==> config.mk <==
export PLATFORM = sky130hd
export DESIGN_NAME = timer01_t2
export DESIGN_NICKNAME = d
export VERILOG_FILES = /design/src/pkg/timer_pkg.sv /design/src/hw/timer01_t2.sv
export SDC_FILE = /design/constraint.sdc
export NUM_CORES = 1
export LEC_CHECK = 0
export BUFFER_PORTS_ARGS = -buffer_cell sky130_fd_sc_hd__buf_4
export CAP_MARGIN = 15
export CORE_MARGIN = 4
export CORE_UTILIZATION = 60
export CTS_CLUSTER_DIAMETER = 60
export CTS_CLUSTER_SIZE = 20
export DETAILED_ROUTE_END_ITERATION = 10
export GPL_TIMING_DRIVEN = 0
export PLACE_DENSITY = 0.74
export SYNTH_ARGS = -nofsm -noshare
export SYNTH_HDL_FRONTEND = slang
export SYNTH_SLANG_ARGS = --single-unit
==> constraint.sdc <==
create_clock -name CLK_IN -period 8.5 [get_ports CLK_IN]
set_clock_uncertainty 0.2 [all_clocks]
set_input_delay 1.275 -clock CLK_IN [delete_from_list [all_inputs] [get_ports CLK_IN]]
set_output_delay 1.275 -clock CLK_IN [all_outputs]
set_load 0.01 [all_outputs]
==> src/pkg/timer_pkg.sv <==
// timer_pkg: register map, bit positions and reset values of the timers
// assumes an 8-bit register space on one clock, with 16-bit word access at low bytes
// Overview of operation
// mode 00: count low 5 plus high byte
// mode 00: top 3 low bits ignored
// mode 00: 13-bit rollover sets overflow flag
// mode 01: 16-bit count, rollover sets flag
// mode 10: low byte counts, reloads from high
// timer 0 split: low byte own timer
// split high byte: timer 1 run/flag
// split: timer 1 runs without run/flag
// timer 1 in mode 11 halts
// timer 2 is 16-bit reload counter
// bit 7: timer 2 rollover flag
// no timer 2 flag in baud use
// capture one: bit 7 flags pin edge
// bit 6: external trigger edge flag
// bit 5: receive baud source select
// bit 4: transmit baud source select
// bit 3: enables external trigger pin
// bit 2: timer 2 run bit
// bit 1: clock or input pin falls
// bit 0: reload or capture function
// software keeps capture off in baud use
// 16-bit words at low byte address
// capture one bytes are read-only
// gate: count only while pin high
// counter select counts pin falling edges
// interrupt entry clears timer 0/1 flag
// run bits start and stop timers
// pins synchronised, each edge acts once
package timer_pkg;
  // ********************************
  // register offsets
  // ********************************
  localparam logic [7:0] A_T01CTL = 8'h88;
  localparam logic [7:0] A_T01MOD = 8'h89;
  localparam logic [7:0] A_T0LO   = 8'h8a;
  localparam logic [7:0] A_T1LO   = 8'h8b;
  localparam logic [7:0] A_T0HI   = 8'h8c;
  localparam logic [7:0] A_T1HI   = 8'h8d;
  localparam logic [7:0] A_T2CTL  = 8'hc8;
  localparam logic [7:0] A_TIMER2_MODE  = 8'hc9;
  localparam logic [7:0] A_RCLO   = 8'hca;
  localparam logic [7:0] A_RCHI   = 8'hcb;
  localparam logic [7:0] A_C2LO   = 8'hcc;
  localparam logic [7:0] A_C2HI   = 8'hcd;
  localparam logic [7:0] A_CP1LO  = 8'hce;
  localparam logic [7:0] A_CP1HI  = 8'hcf;
  // ********************************
  // bit positions
  // ********************************
  localparam int B_TF1 = 7;     // timer1_overflow_flag
  localparam int B_TR1 = 6;     // timer1_run_bit
  localparam int B_TF0 = 5;
  localparam int B_TR0 = 4;
  localparam int B_GATE0 = 3;   // gate_enable_n, timer 1 at +4
  localparam int B_CNT0  = 2;   // counter_select_n, timer 1 at +4
  localparam int B_FLG7  = 7;   // overflow or capture one flag
  localparam int B_EXTF  = 6;
  localparam int B_RXSEL = 5;
  localparam int B_TXSEL = 4;
  localparam int B_EXTEN = 3;
  localparam int B_RUN2  = 2;
  localparam int B_SRC2  = 1;
  localparam int B_CAPRL = 0;
  localparam int B_CAP1EN = 0;  // in timer2_mode_reg
  // ********************************
  // modes, reset values, counts
  // ********************************
  typedef enum logic [1:0] {MODE13, MODE16, MODE8R, MODESPLIT} tmode_t;
  localparam logic [7:0]  RST8  = 8'h00;
  localparam logic [15:0] RST16 = 16'h0000;
  localparam int TICK_DIV = 12;  // system clocks per internal count tick
endpackage

==> src/hw/timer01_t2.sv <==
// timer01_t2: timers 0 and 1 in four modes and timer 2 reload/capture
// assumes a one-cycle register port and pins from outside the clock domain
//
// Strobed register access is this design's own decision.
`timescale 1ns/1ns
module timer01_t2 #(
  parameter int PRESCALE = timer_pkg::TICK_DIV  // clocks per internal tick
) (
  // clock and reset
  input  wire logic        CLK_IN,
  input  wire logic        RST_IN,
  // register port
  input  wire logic [7:0]  ADDR_IN,
  input  wire logic [15:0] WDATA_IN,
  input  wire logic        WORD_IN,
  input  wire logic        WR_IN,
  input  wire logic        RD_IN,
  output logic      [15:0] RDATA_OUT,
  // interrupt entry
  input  wire logic        T0_INT_ACK_IN,
  input  wire logic        T1_INT_ACK_IN,
  // pins
  input  wire logic        EXT_INT0_IN,
  input  wire logic        EXT_INT1_IN,
  input  wire logic        COUNT0_IN,
  input  wire logic        COUNT1_IN,
  input  wire logic        T2_INPUT_IN,
  input  wire logic        T2_EXT_IN,
  // flags and baud pulses
  output logic             T0_OVF_OUT,
  output logic             T1_OVF_OUT,
  output logic             T2_FLAG_OUT,
  output logic             T2_EXTF_OUT,
  output logic             RX_BAUD_OUT,
  output logic             TX_BAUD_OUT
);
  import timer_pkg::*;

  if (PRESCALE < 1 || PRESCALE > 256) begin : g_bad
    $error("PRESCALE must be 1 to 256");
  end

  // ********************************
  // pin synchronisers
  // ********************************
  localparam int NP = 6;
  localparam int P_INT0 = 0;
  localparam int P_INT1 = 1;
  localparam int P_CNT0 = 2;
  localparam int P_CNT1 = 3;
  localparam int P_T2   = 4;
  localparam int P_TIMER2_EXTERNAL_PIN = 5;

  logic [NP-1:0] pin_raw;  // raw pin levels
  logic [NP-1:0] lvl_q;    // filtered levels
  logic [NP-1:0] fall;     // one-cycle falling edges

  assign pin_raw = {T2_EXT_IN, T2_INPUT_IN, COUNT1_IN, COUNT0_IN, EXT_INT1_IN, EXT_INT0_IN};

  for (genvar i = 0; i < NP; i++) begin : g_sync
    logic [2:0] sh_q;  // [0] meta stage, read only by [1]
    // a change counts once stages two and three agree
    always_ff @(posedge CLK_IN or posedge RST_IN) begin
      if (RST_IN) begin
        sh_q     <= 3'h0;
        lvl_q[i] <= 1'b0;
      end else begin
        sh_q <= {sh_q[1:0], pin_raw[i]};
        if (sh_q[1] == sh_q[2]) begin
          lvl_q[i] <= sh_q[2];
        end
      end
    end
    // edge acts exactly once: lvl_q follows next cycle
    assign fall[i] = lvl_q[i] & ~sh_q[1] & ~sh_q[2];
  end

  // ********************************
  // internal tick divider
  // ********************************
  logic [7:0] div_q;  // prescale count
  logic       tick;   // one-cycle count enable

  assign tick = (div_q == 8'(PRESCALE - 1));

  // free-running divider, no reset-to-phase alignment needed
  always_ff @(posedge CLK_IN or posedge RST_IN) begin
    if (RST_IN) begin
      div_q <= 8'h00;
    end else begin
      div_q <= tick ? 8'h00 : div_q + 8'h01;
    end
  end

  // ********************************
  // register port decode
  // ********************************
  logic [7:0]  t01c_q;   // timer 0/1 control
  logic [7:0]  t01m_q;   // timer 0/1 mode
  logic [7:0]  tl0_q;    // timer0_low_byte
  logic [7:0]  th0_q;    // timer0_high_byte
  logic [7:0]  tl1_q;
  logic [7:0]  th1_q;
  logic [7:0]  t2c_q;    // timer2_control_reg
  logic [7:0]  t2m_q;    // timer2_mode_reg
  logic [15:0] rcap_q;   // reload_capture_value
  logic [15:0] cnt2_q;   // timer2_count_word
  logic [15:0] cap1_q;   // capture_one_value
  logic [15:0] rd_q;     // read data
  logic        rxb_q;    // receive baud pulse
  logic        txb_q;    // transmit baud pulse

  // a word access at address a also covers a + 1
  function automatic logic wr(input logic [7:0] a);
    wr = WR_IN & (ADDR_IN == a || (WORD_IN && ADDR_IN == a - 8'h01));
  endfunction

  // byte lane for address a
  function automatic logic [7:0] wb(input logic [7:0] a);
    wb = (ADDR_IN == a) ? WDATA_IN[7:0] : WDATA_IN[15:8];
  endfunction

  // read view of one byte, unmapped reads zero
  function automatic logic [7:0] rbyte(input logic [7:0] a);
    unique case (a)
      A_T01CTL: rbyte = t01c_q;
      A_T01MOD: rbyte = t01m_q;
      A_T0LO:   rbyte = tl0_q;
      A_T1LO:   rbyte = tl1_q;
      A_T0HI:   rbyte = th0_q;
      A_T1HI:   rbyte = th1_q;
      A_T2CTL:  rbyte = t2c_q;
      A_TIMER2_MODE:  rbyte = t2m_q;
      A_RCLO:   rbyte = rcap_q[7:0];
      A_RCHI:   rbyte = rcap_q[15:8];
      A_C2LO:   rbyte = cnt2_q[7:0];
      A_C2HI:   rbyte = cnt2_q[15:8];
      A_CP1LO:  rbyte = cap1_q[7:0];
      A_CP1HI:  rbyte = cap1_q[15:8];
      default:  rbyte = 8'h00;
    endcase
  endfunction

  logic [7:0] w_t01c;  // control after any write
  logic [7:0] w_t2c;
  logic       we_t01c;
  logic       we_t2c;

  assign we_t01c = wr(A_T01CTL);
  assign we_t2c  = wr(A_T2CTL);
  assign w_t01c  = we_t01c ? wb(A_T01CTL) : t01c_q;
  assign w_t2c   = we_t2c ? wb(A_T2CTL) : t2c_q;

  // ********************************
  // timers 0 and 1
  // ********************************
  // next {overflow, high, low} for one count step
  function automatic logic [16:0] step(input tmode_t m, input logic [7:0] lo, input logic [7:0] hi);
    logic [13:0] v13;
    v13 = {1'b0, hi, lo[4:0]} + 14'h0001;
    unique case (m)
      // upper three low bits kept
      MODE13: step = {v13[13], v13[12:5], lo[7:5], v13[4:0]};
      MODE16: step = {1'b0, hi, lo} + 17'h00001;
      MODE8R: step = (lo == 8'hff) ? {1'b1, hi, hi} : {1'b0, hi, lo + 8'h01};
      MODESPLIT: step = {lo == 8'hff, hi, lo + 8'h01};
    endcase
  endfunction

  tmode_t      m0;      // timer 0 mode
  tmode_t      m1;      // timer 1 mode
  logic        split;   // timer 0 split in two
  logic        halt1;   // timer 1 parked in mode 11
  logic        go0;     // timer 0 count enable
  logic        go1;
  logic        goh0;    // split high byte enable
  logic [16:0] s0;
  logic [16:0] s1;
  logic        ovf0;
  logic        ovf1;
  logic        ovfh0;
  logic        tf0_d;
  logic        tf1_d;

  assign m0    = tmode_t'(t01m_q[1:0]);
  assign m1    = tmode_t'(t01m_q[5:4]);
  assign split = (m0 == MODESPLIT);
  assign halt1 = (m1 == MODESPLIT);
  // gate and source selection
  assign go0 = t01c_q[B_TR0] & (~t01m_q[B_GATE0] | lvl_q[P_INT0])
             & (t01m_q[B_CNT0] ? fall[P_CNT0] : tick);
  // run bit ignored while timer 0 is split
  assign go1 = (split | t01c_q[B_TR1]) & ~halt1 & (~t01m_q[B_GATE0+4] | lvl_q[P_INT1])
             & (t01m_q[B_CNT0+4] ? fall[P_CNT1] : tick);
  assign goh0  = split & t01c_q[B_TR1] & tick;
  assign s0    = step(m0, tl0_q, th0_q);
  assign s1    = step(m1, tl1_q, th1_q);
  assign ovf0  = go0 & s0[16];
  assign ovf1  = go1 & s1[16];
  assign ovfh0 = goh0 & (th0_q == 8'hff);
  // hardware set beats the clear in the same cycle
  assign tf0_d = ovf0 | (w_t01c[B_TF0] & ~(T0_INT_ACK_IN & ~we_t01c));
  // split high byte owns this flag
  assign tf1_d = (split ? ovfh0 : ovf1) | (w_t01c[B_TF1] & ~(T1_INT_ACK_IN & ~we_t01c));

  // counting bytes, software writes win over counting
  always_ff @(posedge CLK_IN or posedge RST_IN) begin
    if (RST_IN) begin
      t01c_q <= RST8;
      t01m_q <= RST8;
      tl0_q  <= RST8;
      th0_q  <= RST8;
      tl1_q  <= RST8;
      th1_q  <= RST8;
    end else begin
      t01c_q <= {tf1_d, w_t01c[6], tf0_d, w_t01c[4:0]};
      t01m_q <= wr(A_T01MOD) ? wb(A_T01MOD) : t01m_q;
      tl0_q  <= wr(A_T0LO) ? wb(A_T0LO) : go0 ? s0[7:0] : tl0_q;
      tl1_q  <= wr(A_T1LO) ? wb(A_T1LO) : go1 ? s1[7:0] : tl1_q;
      th1_q  <= wr(A_T1HI) ? wb(A_T1HI) : go1 ? s1[15:8] : th1_q;
      if (wr(A_T0HI)) begin
        th0_q <= wb(A_T0HI);
      end else if (split) begin
        th0_q <= goh0 ? th0_q + 8'h01 : th0_q;
      end else if (go0) begin
        th0_q <= s0[15:8];
      end
    end
  end

  // ********************************
  // timer 2
  // ********************************
  logic baud;    // either serial source picks timer 2
  logic cap1en;  // capture_one_enable in force
  logic go2;     // timer 2 count enable
  logic wrap2;   // 16-bit rollover
  logic exev;    // accepted external trigger edge
  logic cap1ev;  // capture one event
  logic reload;  // load count from reload value
  logic set7;    // bit 7 set event

  assign baud   = t2c_q[B_RXSEL] | t2c_q[B_TXSEL];
  // capture one only with the capture function selected and baud use and pin counting off
  assign cap1en = t2m_q[B_CAP1EN] & ~baud & t2c_q[B_CAPRL] & ~t2c_q[B_SRC2];
  assign go2    = t2c_q[B_RUN2] & (t2c_q[B_SRC2] ? fall[P_T2] : tick);
  assign wrap2  = go2 & (cnt2_q == 16'hffff);
  assign exev   = t2c_q[B_EXTEN] & fall[P_TIMER2_EXTERNAL_PIN];
  assign cap1ev = cap1en & fall[P_T2];
  // baud use forces reload even if capture was left set
  assign reload = (wrap2 & (~t2c_q[B_CAPRL] | baud)) | (exev & ~t2c_q[B_CAPRL]);
  // overflow flag held off in baud use
  assign set7   = t2m_q[B_CAP1EN] ? cap1ev : (wrap2 & ~baud);

  // timer 2 registers; word access at the low byte
  always_ff @(posedge CLK_IN or posedge RST_IN) begin
    if (RST_IN) begin
      t2c_q  <= RST8;
      t2m_q  <= RST8;
      rcap_q <= RST16;
      cnt2_q <= RST16;
      cap1_q <= RST16;
    end else begin
      // flags: set wins over a clearing write
      t2c_q <= {set7 | w_t2c[B_FLG7], exev | w_t2c[B_EXTF], w_t2c[5:0]};
      t2m_q <= wr(A_TIMER2_MODE) ? wb(A_TIMER2_MODE) : t2m_q;
      if (reload) begin
        cnt2_q <= rcap_q;
      end else if (go2) begin
        cnt2_q <= cnt2_q + 16'h0001;
      end
      if (wr(A_C2LO)) begin
        cnt2_q[7:0] <= wb(A_C2LO);
      end
      if (wr(A_C2HI)) begin
        cnt2_q[15:8] <= wb(A_C2HI);
      end
      if (exev & t2c_q[B_CAPRL] & ~baud) begin
        rcap_q <= cnt2_q;
      end
      if (wr(A_RCLO)) begin
        rcap_q[7:0] <= wb(A_RCLO);
      end
      if (wr(A_RCHI)) begin
        rcap_q[15:8] <= wb(A_RCHI);
      end
      // no write path: read-only
      if (cap1ev) begin
        cap1_q <= cnt2_q;
      end
    end
  end

  // ********************************
  // baud pulses and read data
  // ********************************
  // registered, so pulses lag the overflow by one cycle
  always_ff @(posedge CLK_IN or posedge RST_IN) begin
    if (RST_IN) begin
      rxb_q <= 1'b0;
      txb_q <= 1'b0;
      rd_q  <= RST16;
    end else begin
      rxb_q <= t2c_q[B_RXSEL] ? wrap2 : ovf1;
      txb_q <= t2c_q[B_TXSEL] ? wrap2 : ovf1;
      rd_q  <= RD_IN ? {WORD_IN ? rbyte(ADDR_IN + 8'h01) : 8'h00, rbyte(ADDR_IN)} : RST16;
    end
  end

  assign RDATA_OUT   = rd_q;
  assign T0_OVF_OUT  = t01c_q[B_TF0];
  assign T1_OVF_OUT  = t01c_q[B_TF1];
  assign T2_FLAG_OUT = t2c_q[B_FLG7];
  assign T2_EXTF_OUT = t2c_q[B_EXTF];
  assign RX_BAUD_OUT = rxb_q;
  assign TX_BAUD_OUT = txb_q;

  logic nw0;  // no timer 0 byte writes
  assign nw0 = ~wr(A_T0LO) & ~wr(A_T0HI) & ~we_t01c;
endmodule // timer01_t2

==> flow_metrics.env <==
export IMPL_status="finished clean"
export IMPL_initial_core_util_pct=61.3
export IMPL_drive_above_1_share_pct=13.0
export IMPL_synth_cells=1257
export IMPL_p_leak_nw=4.91
export IMPL_firstDrtPassIters=10
export IMPL_grt_first_pass_wirelength_um=68600
export IMPL_cts_root_buf="clkbuf_16"
export IMPL_cp_cell_sequence="buf_4 -> clkbuf_1 -> nor4bb_1 -> clkbuf_1 -> clkbuf_1 -> nand2_1 -> mux2i_1 -> a21oi_1"
export IMPL_cts_tree="done"
export IMPL_die_x_um=144
export IMPL_yosysSeqAreaShare_pct=36.7
export IMPL_fin_crit_ns=4.31
export IMPL_grt_overflow=0
export IMPL_hp_class="reg2reg"
export IMPL_worst_ep_arrival_time_ns=4.44
export IMPL_grt_total_usage_pct=45.1
export IMPL_power_density_nw_per_um2=189
export IMPL_hpwl_um=33600
export IMPL_final_setup_tns_ns=0
export IMPL_peakVddDrop_uv=178
export IMPL_cts_resized=0
export IMPL_drtIter0Drc=2395
export IMPL_critPathMaxFanout=10
export IMPL_crit_top_cell="clkbuf_1"
export IMPL_fin_nets=1374
export IMPL_cp_slowest_cell="clkbuf_1"
export IMPL_synth_warnings=0
export IMPL_cp_start_kind="input port"
export IMPL_hold_viol=0
export IMPL_rows=49
export IMPL_boundaryPins=59
export IMPL_period_share_pct=50.8
export IMPL_die_h_um=144
export IMPL_drv_cap=0
export IMPL_tightest_slew_ns=1.15
export IMPL_hold_ws_ns=0.156
export IMPL_final_util_pct=69.0
export IMPL_grt_setup_unrepaired="no"
export IMPL_fin_area_um2=12400
export IMPL_grt_max_degree=117
export IMPL_cp_top_family="buffers and inverters"
export IMPL_num_vias=11787
export IMPL_port_buffers=55
export IMPL_cp_required_ns=8.63
export IMPL_cts_hold_buf=0
export IMPL_area_delta_synth_final_pct=12.4
export IMPL_drt_total_wl_um=46600
export IMPL_route_detailed_drc=0
export IMPL_wl_per_cell_um=29.6
export IMPL_async_flop_share_pct=100
export IMPL_slowest_delay_ns=0.71
export IMPL_gp_congestion=1.06
export IMPL_syn_avg_cell_area_um2=8.80
export IMPL_ctsLongestPathBuffers=2
export IMPL_cp_buffers_inverters=4
export IMPL_post_cts_buffers=0
export IMPL_grt_pass1_vias=11031
export IMPL_endpoint_kind="flop"
export IMPL_num_antenna_cells=0
export IMPL_cts_sinks=162
export IMPL_synth_edf_count=0
export IMPL_clock_fmax_mhz=232
export IMPL_synth_distinct_cells=84
export IMPL_clk_pin_slew_ns=0.08
export IMPL_antenna_found_initial=1
export IMPL_clock_latency_ns=0.46
export IMPL_cts_buffers=17
export IMPL_ant_nets=0
export IMPL_syn_num_nets=1299
export IMPL_dp_cells=1542
export IMPL_viasPerCell=7.49
export IMPL_maxSlewViolCount=0
export IMPL_synth_flop_cell="dfrtp_1"
export IMPL_crit_type="in2reg"
export IMPL_n_fill_cell=1430
export IMPL_ys_seq_elements=162
export IMPL_max_slew_margin_pct=22.9
export IMPL_final_instance_count_excl_fill=1574
export IMPL_setup_viol=0
export IMPL_dieArea_um2=20700
export IMPL_htree_levels=4
export IMPL_syn_area_um2=11100
export IMPL_placed_area_um2=11800
export IMPL_core_um2=18000
-- worst paths after layout --
check / to / cells past startpoint / start / slack, ns
worst max-delay path: th0_q[0]$_DFFE_PP0P_ / 8 / ADDR_IN[2] / 4.19
min in group asynchronous: lvl_q[5]$_DFFE_PP0N_ / 2 / RST_IN / 0.60
max in group asynchronous: th0_q[2]$_DFFE_PP0P_ / 3 / RST_IN / 6.60
worst max register to register: tl1_q[1]$_DFFE_PP0P_ / 7 / tl1_q[0]$_DFFE_PP0P_ / 5.26
worst min register to register: g_sync[1].sh_q[1]$_DFF_PP0_ / 0 / g_sync[1].sh_q[0]$_DFF_PP0_ / 0.16
worst min-delay path: g_sync[1].sh_q[1]$_DFF_PP0_ / 0 / g_sync[1].sh_q[0]$_DFF_PP0_ / 0.16
-- sequential cells by signal, summed over array words and instances, names as in the netlist, 16 cells and up --
name	cells
cap1_q	16
RDATA_OUT	16
g_sync.sh_q	18
cnt2_q	16
rcap_q	16
-- kinds of logic after synthesis --
logic type               after synthesis  share of synthesized area (%)
adder cells (fa/ha/maj)               11                           1.11
AO/OA/AOI/OAI                        351                           21.8
XOR/XNOR                              27                           2.14
AND/OR/NAND/NOR                      408                           18.1
buffers and inverters                137                           5.07
flip-flops                           162                           36.7
multiplexers                         161                           15.1
-- synth_stat cells, drive strengths merged (18+ instances only) --
master	count	area, um2
mux2i	128	1280
a21oi	84	428
nand3	44	220
dfrtp	162	4050
mux2	32	360
xnor2	20	175
inv	19	71.3
nor2	105	399
o21ai	66	334
clkbuf	79	298
buf	39	191
nand2	122	458
a222oi	18	180
a31oi	26	163
nor3	23	115
-- layout by cell type, fill, tap and decap left out, types with 7 or more instances in the layout --
| master | Yosys | final |
|---|---|---|
| buf_1 | 9 | 9 |
| buf_2 | 27 | 27 |
| o31ai_1 | 11 | 11 |
| o211ai_1 | 11 | 11 |
| nand3_1 | 44 | 44 |
| xnor2_1 | 20 | 20 |
| nor3b_1 | 8 | 8 |
| o2111ai_1 | 7 | 7 |
| a22oi_1 | 17 | 17 |
| a221oi_1 | 13 | 13 |
| mux2_2 | 32 | 32 |
| mux2i_1 | 128 | 128 |
| nor2b_1 | 13 | 13 |
| a222oi_1 | 18 | 18 |
| a211oi_1 | 11 | 11 |
| clkbuf_16 | 0 | 17 |
| nor4_1 | 7 | 7 |
| or2_2 | 7 | 7 |
| xor2_1 | 7 | 7 |
| a21oi_1 | 82 | 82 |
| inv_1 | 19 | 18 |
| o21ai_0 | 64 | 64 |
| nand2_1 | 122 | 122 |
| clkbuf_1 | 78 | 78 |
| o22ai_1 | 9 | 9 |
| and2_1 | 8 | 8 |
| nor2_1 | 103 | 103 |
| dfrtp_1 | 162 | 162 |
| o221ai_1 | 11 | 11 |
| and3_1 | 14 | 14 |
| a22o_1 | 9 | 9 |
| inv_8 | 0 | 7 |
| o21a_1 | 7 | 7 |
| a31oi_1 | 26 | 26 |
| buf_4 | 3 | 58 |
| nor3_1 | 23 | 23 |
| nand4_1 | 16 | 16 |
-- layout make-up --
cell class,instances,area (um2),area share [%]
plain buffers,118,489,3.94
inverters,19,78.8,0.634
multi-input cells,958,6450,51.9
well taps,229,287,2.31
clock buffers,17,425,3.42
flip-flops and latches,162,4050,32.6
repair buffers,56,440,3.54
clock inverters,15,205,1.65
-- layer usage --
metal,GRT usage [%],up-vias,routed length [um]
met4,21.3,0,3210
met2,64.9,1150,19000
li1,-,4845,-
met1,60.0,5492,16600
met5,0,-,0
met3,17.4,300,7740
-- power by group --
part	switching [mW]	internal (mW)
Combinational	0.353	0.185
Clock	0.407	0.431
Sequential	0.127	0.848
Total	0.886	1.46
-- through the flow --
step | power [mW] | setup WS [ns]
detailed placement | 1.48 | 3.92
global route | 2.40 | 4.23
floorplan | 1.27 | 2.65
finish | 2.35 | 4.19
global placement | 1.46 | 0.961
CTS | 2.30 | 4.37
Power figures use the tool's default switching activity.
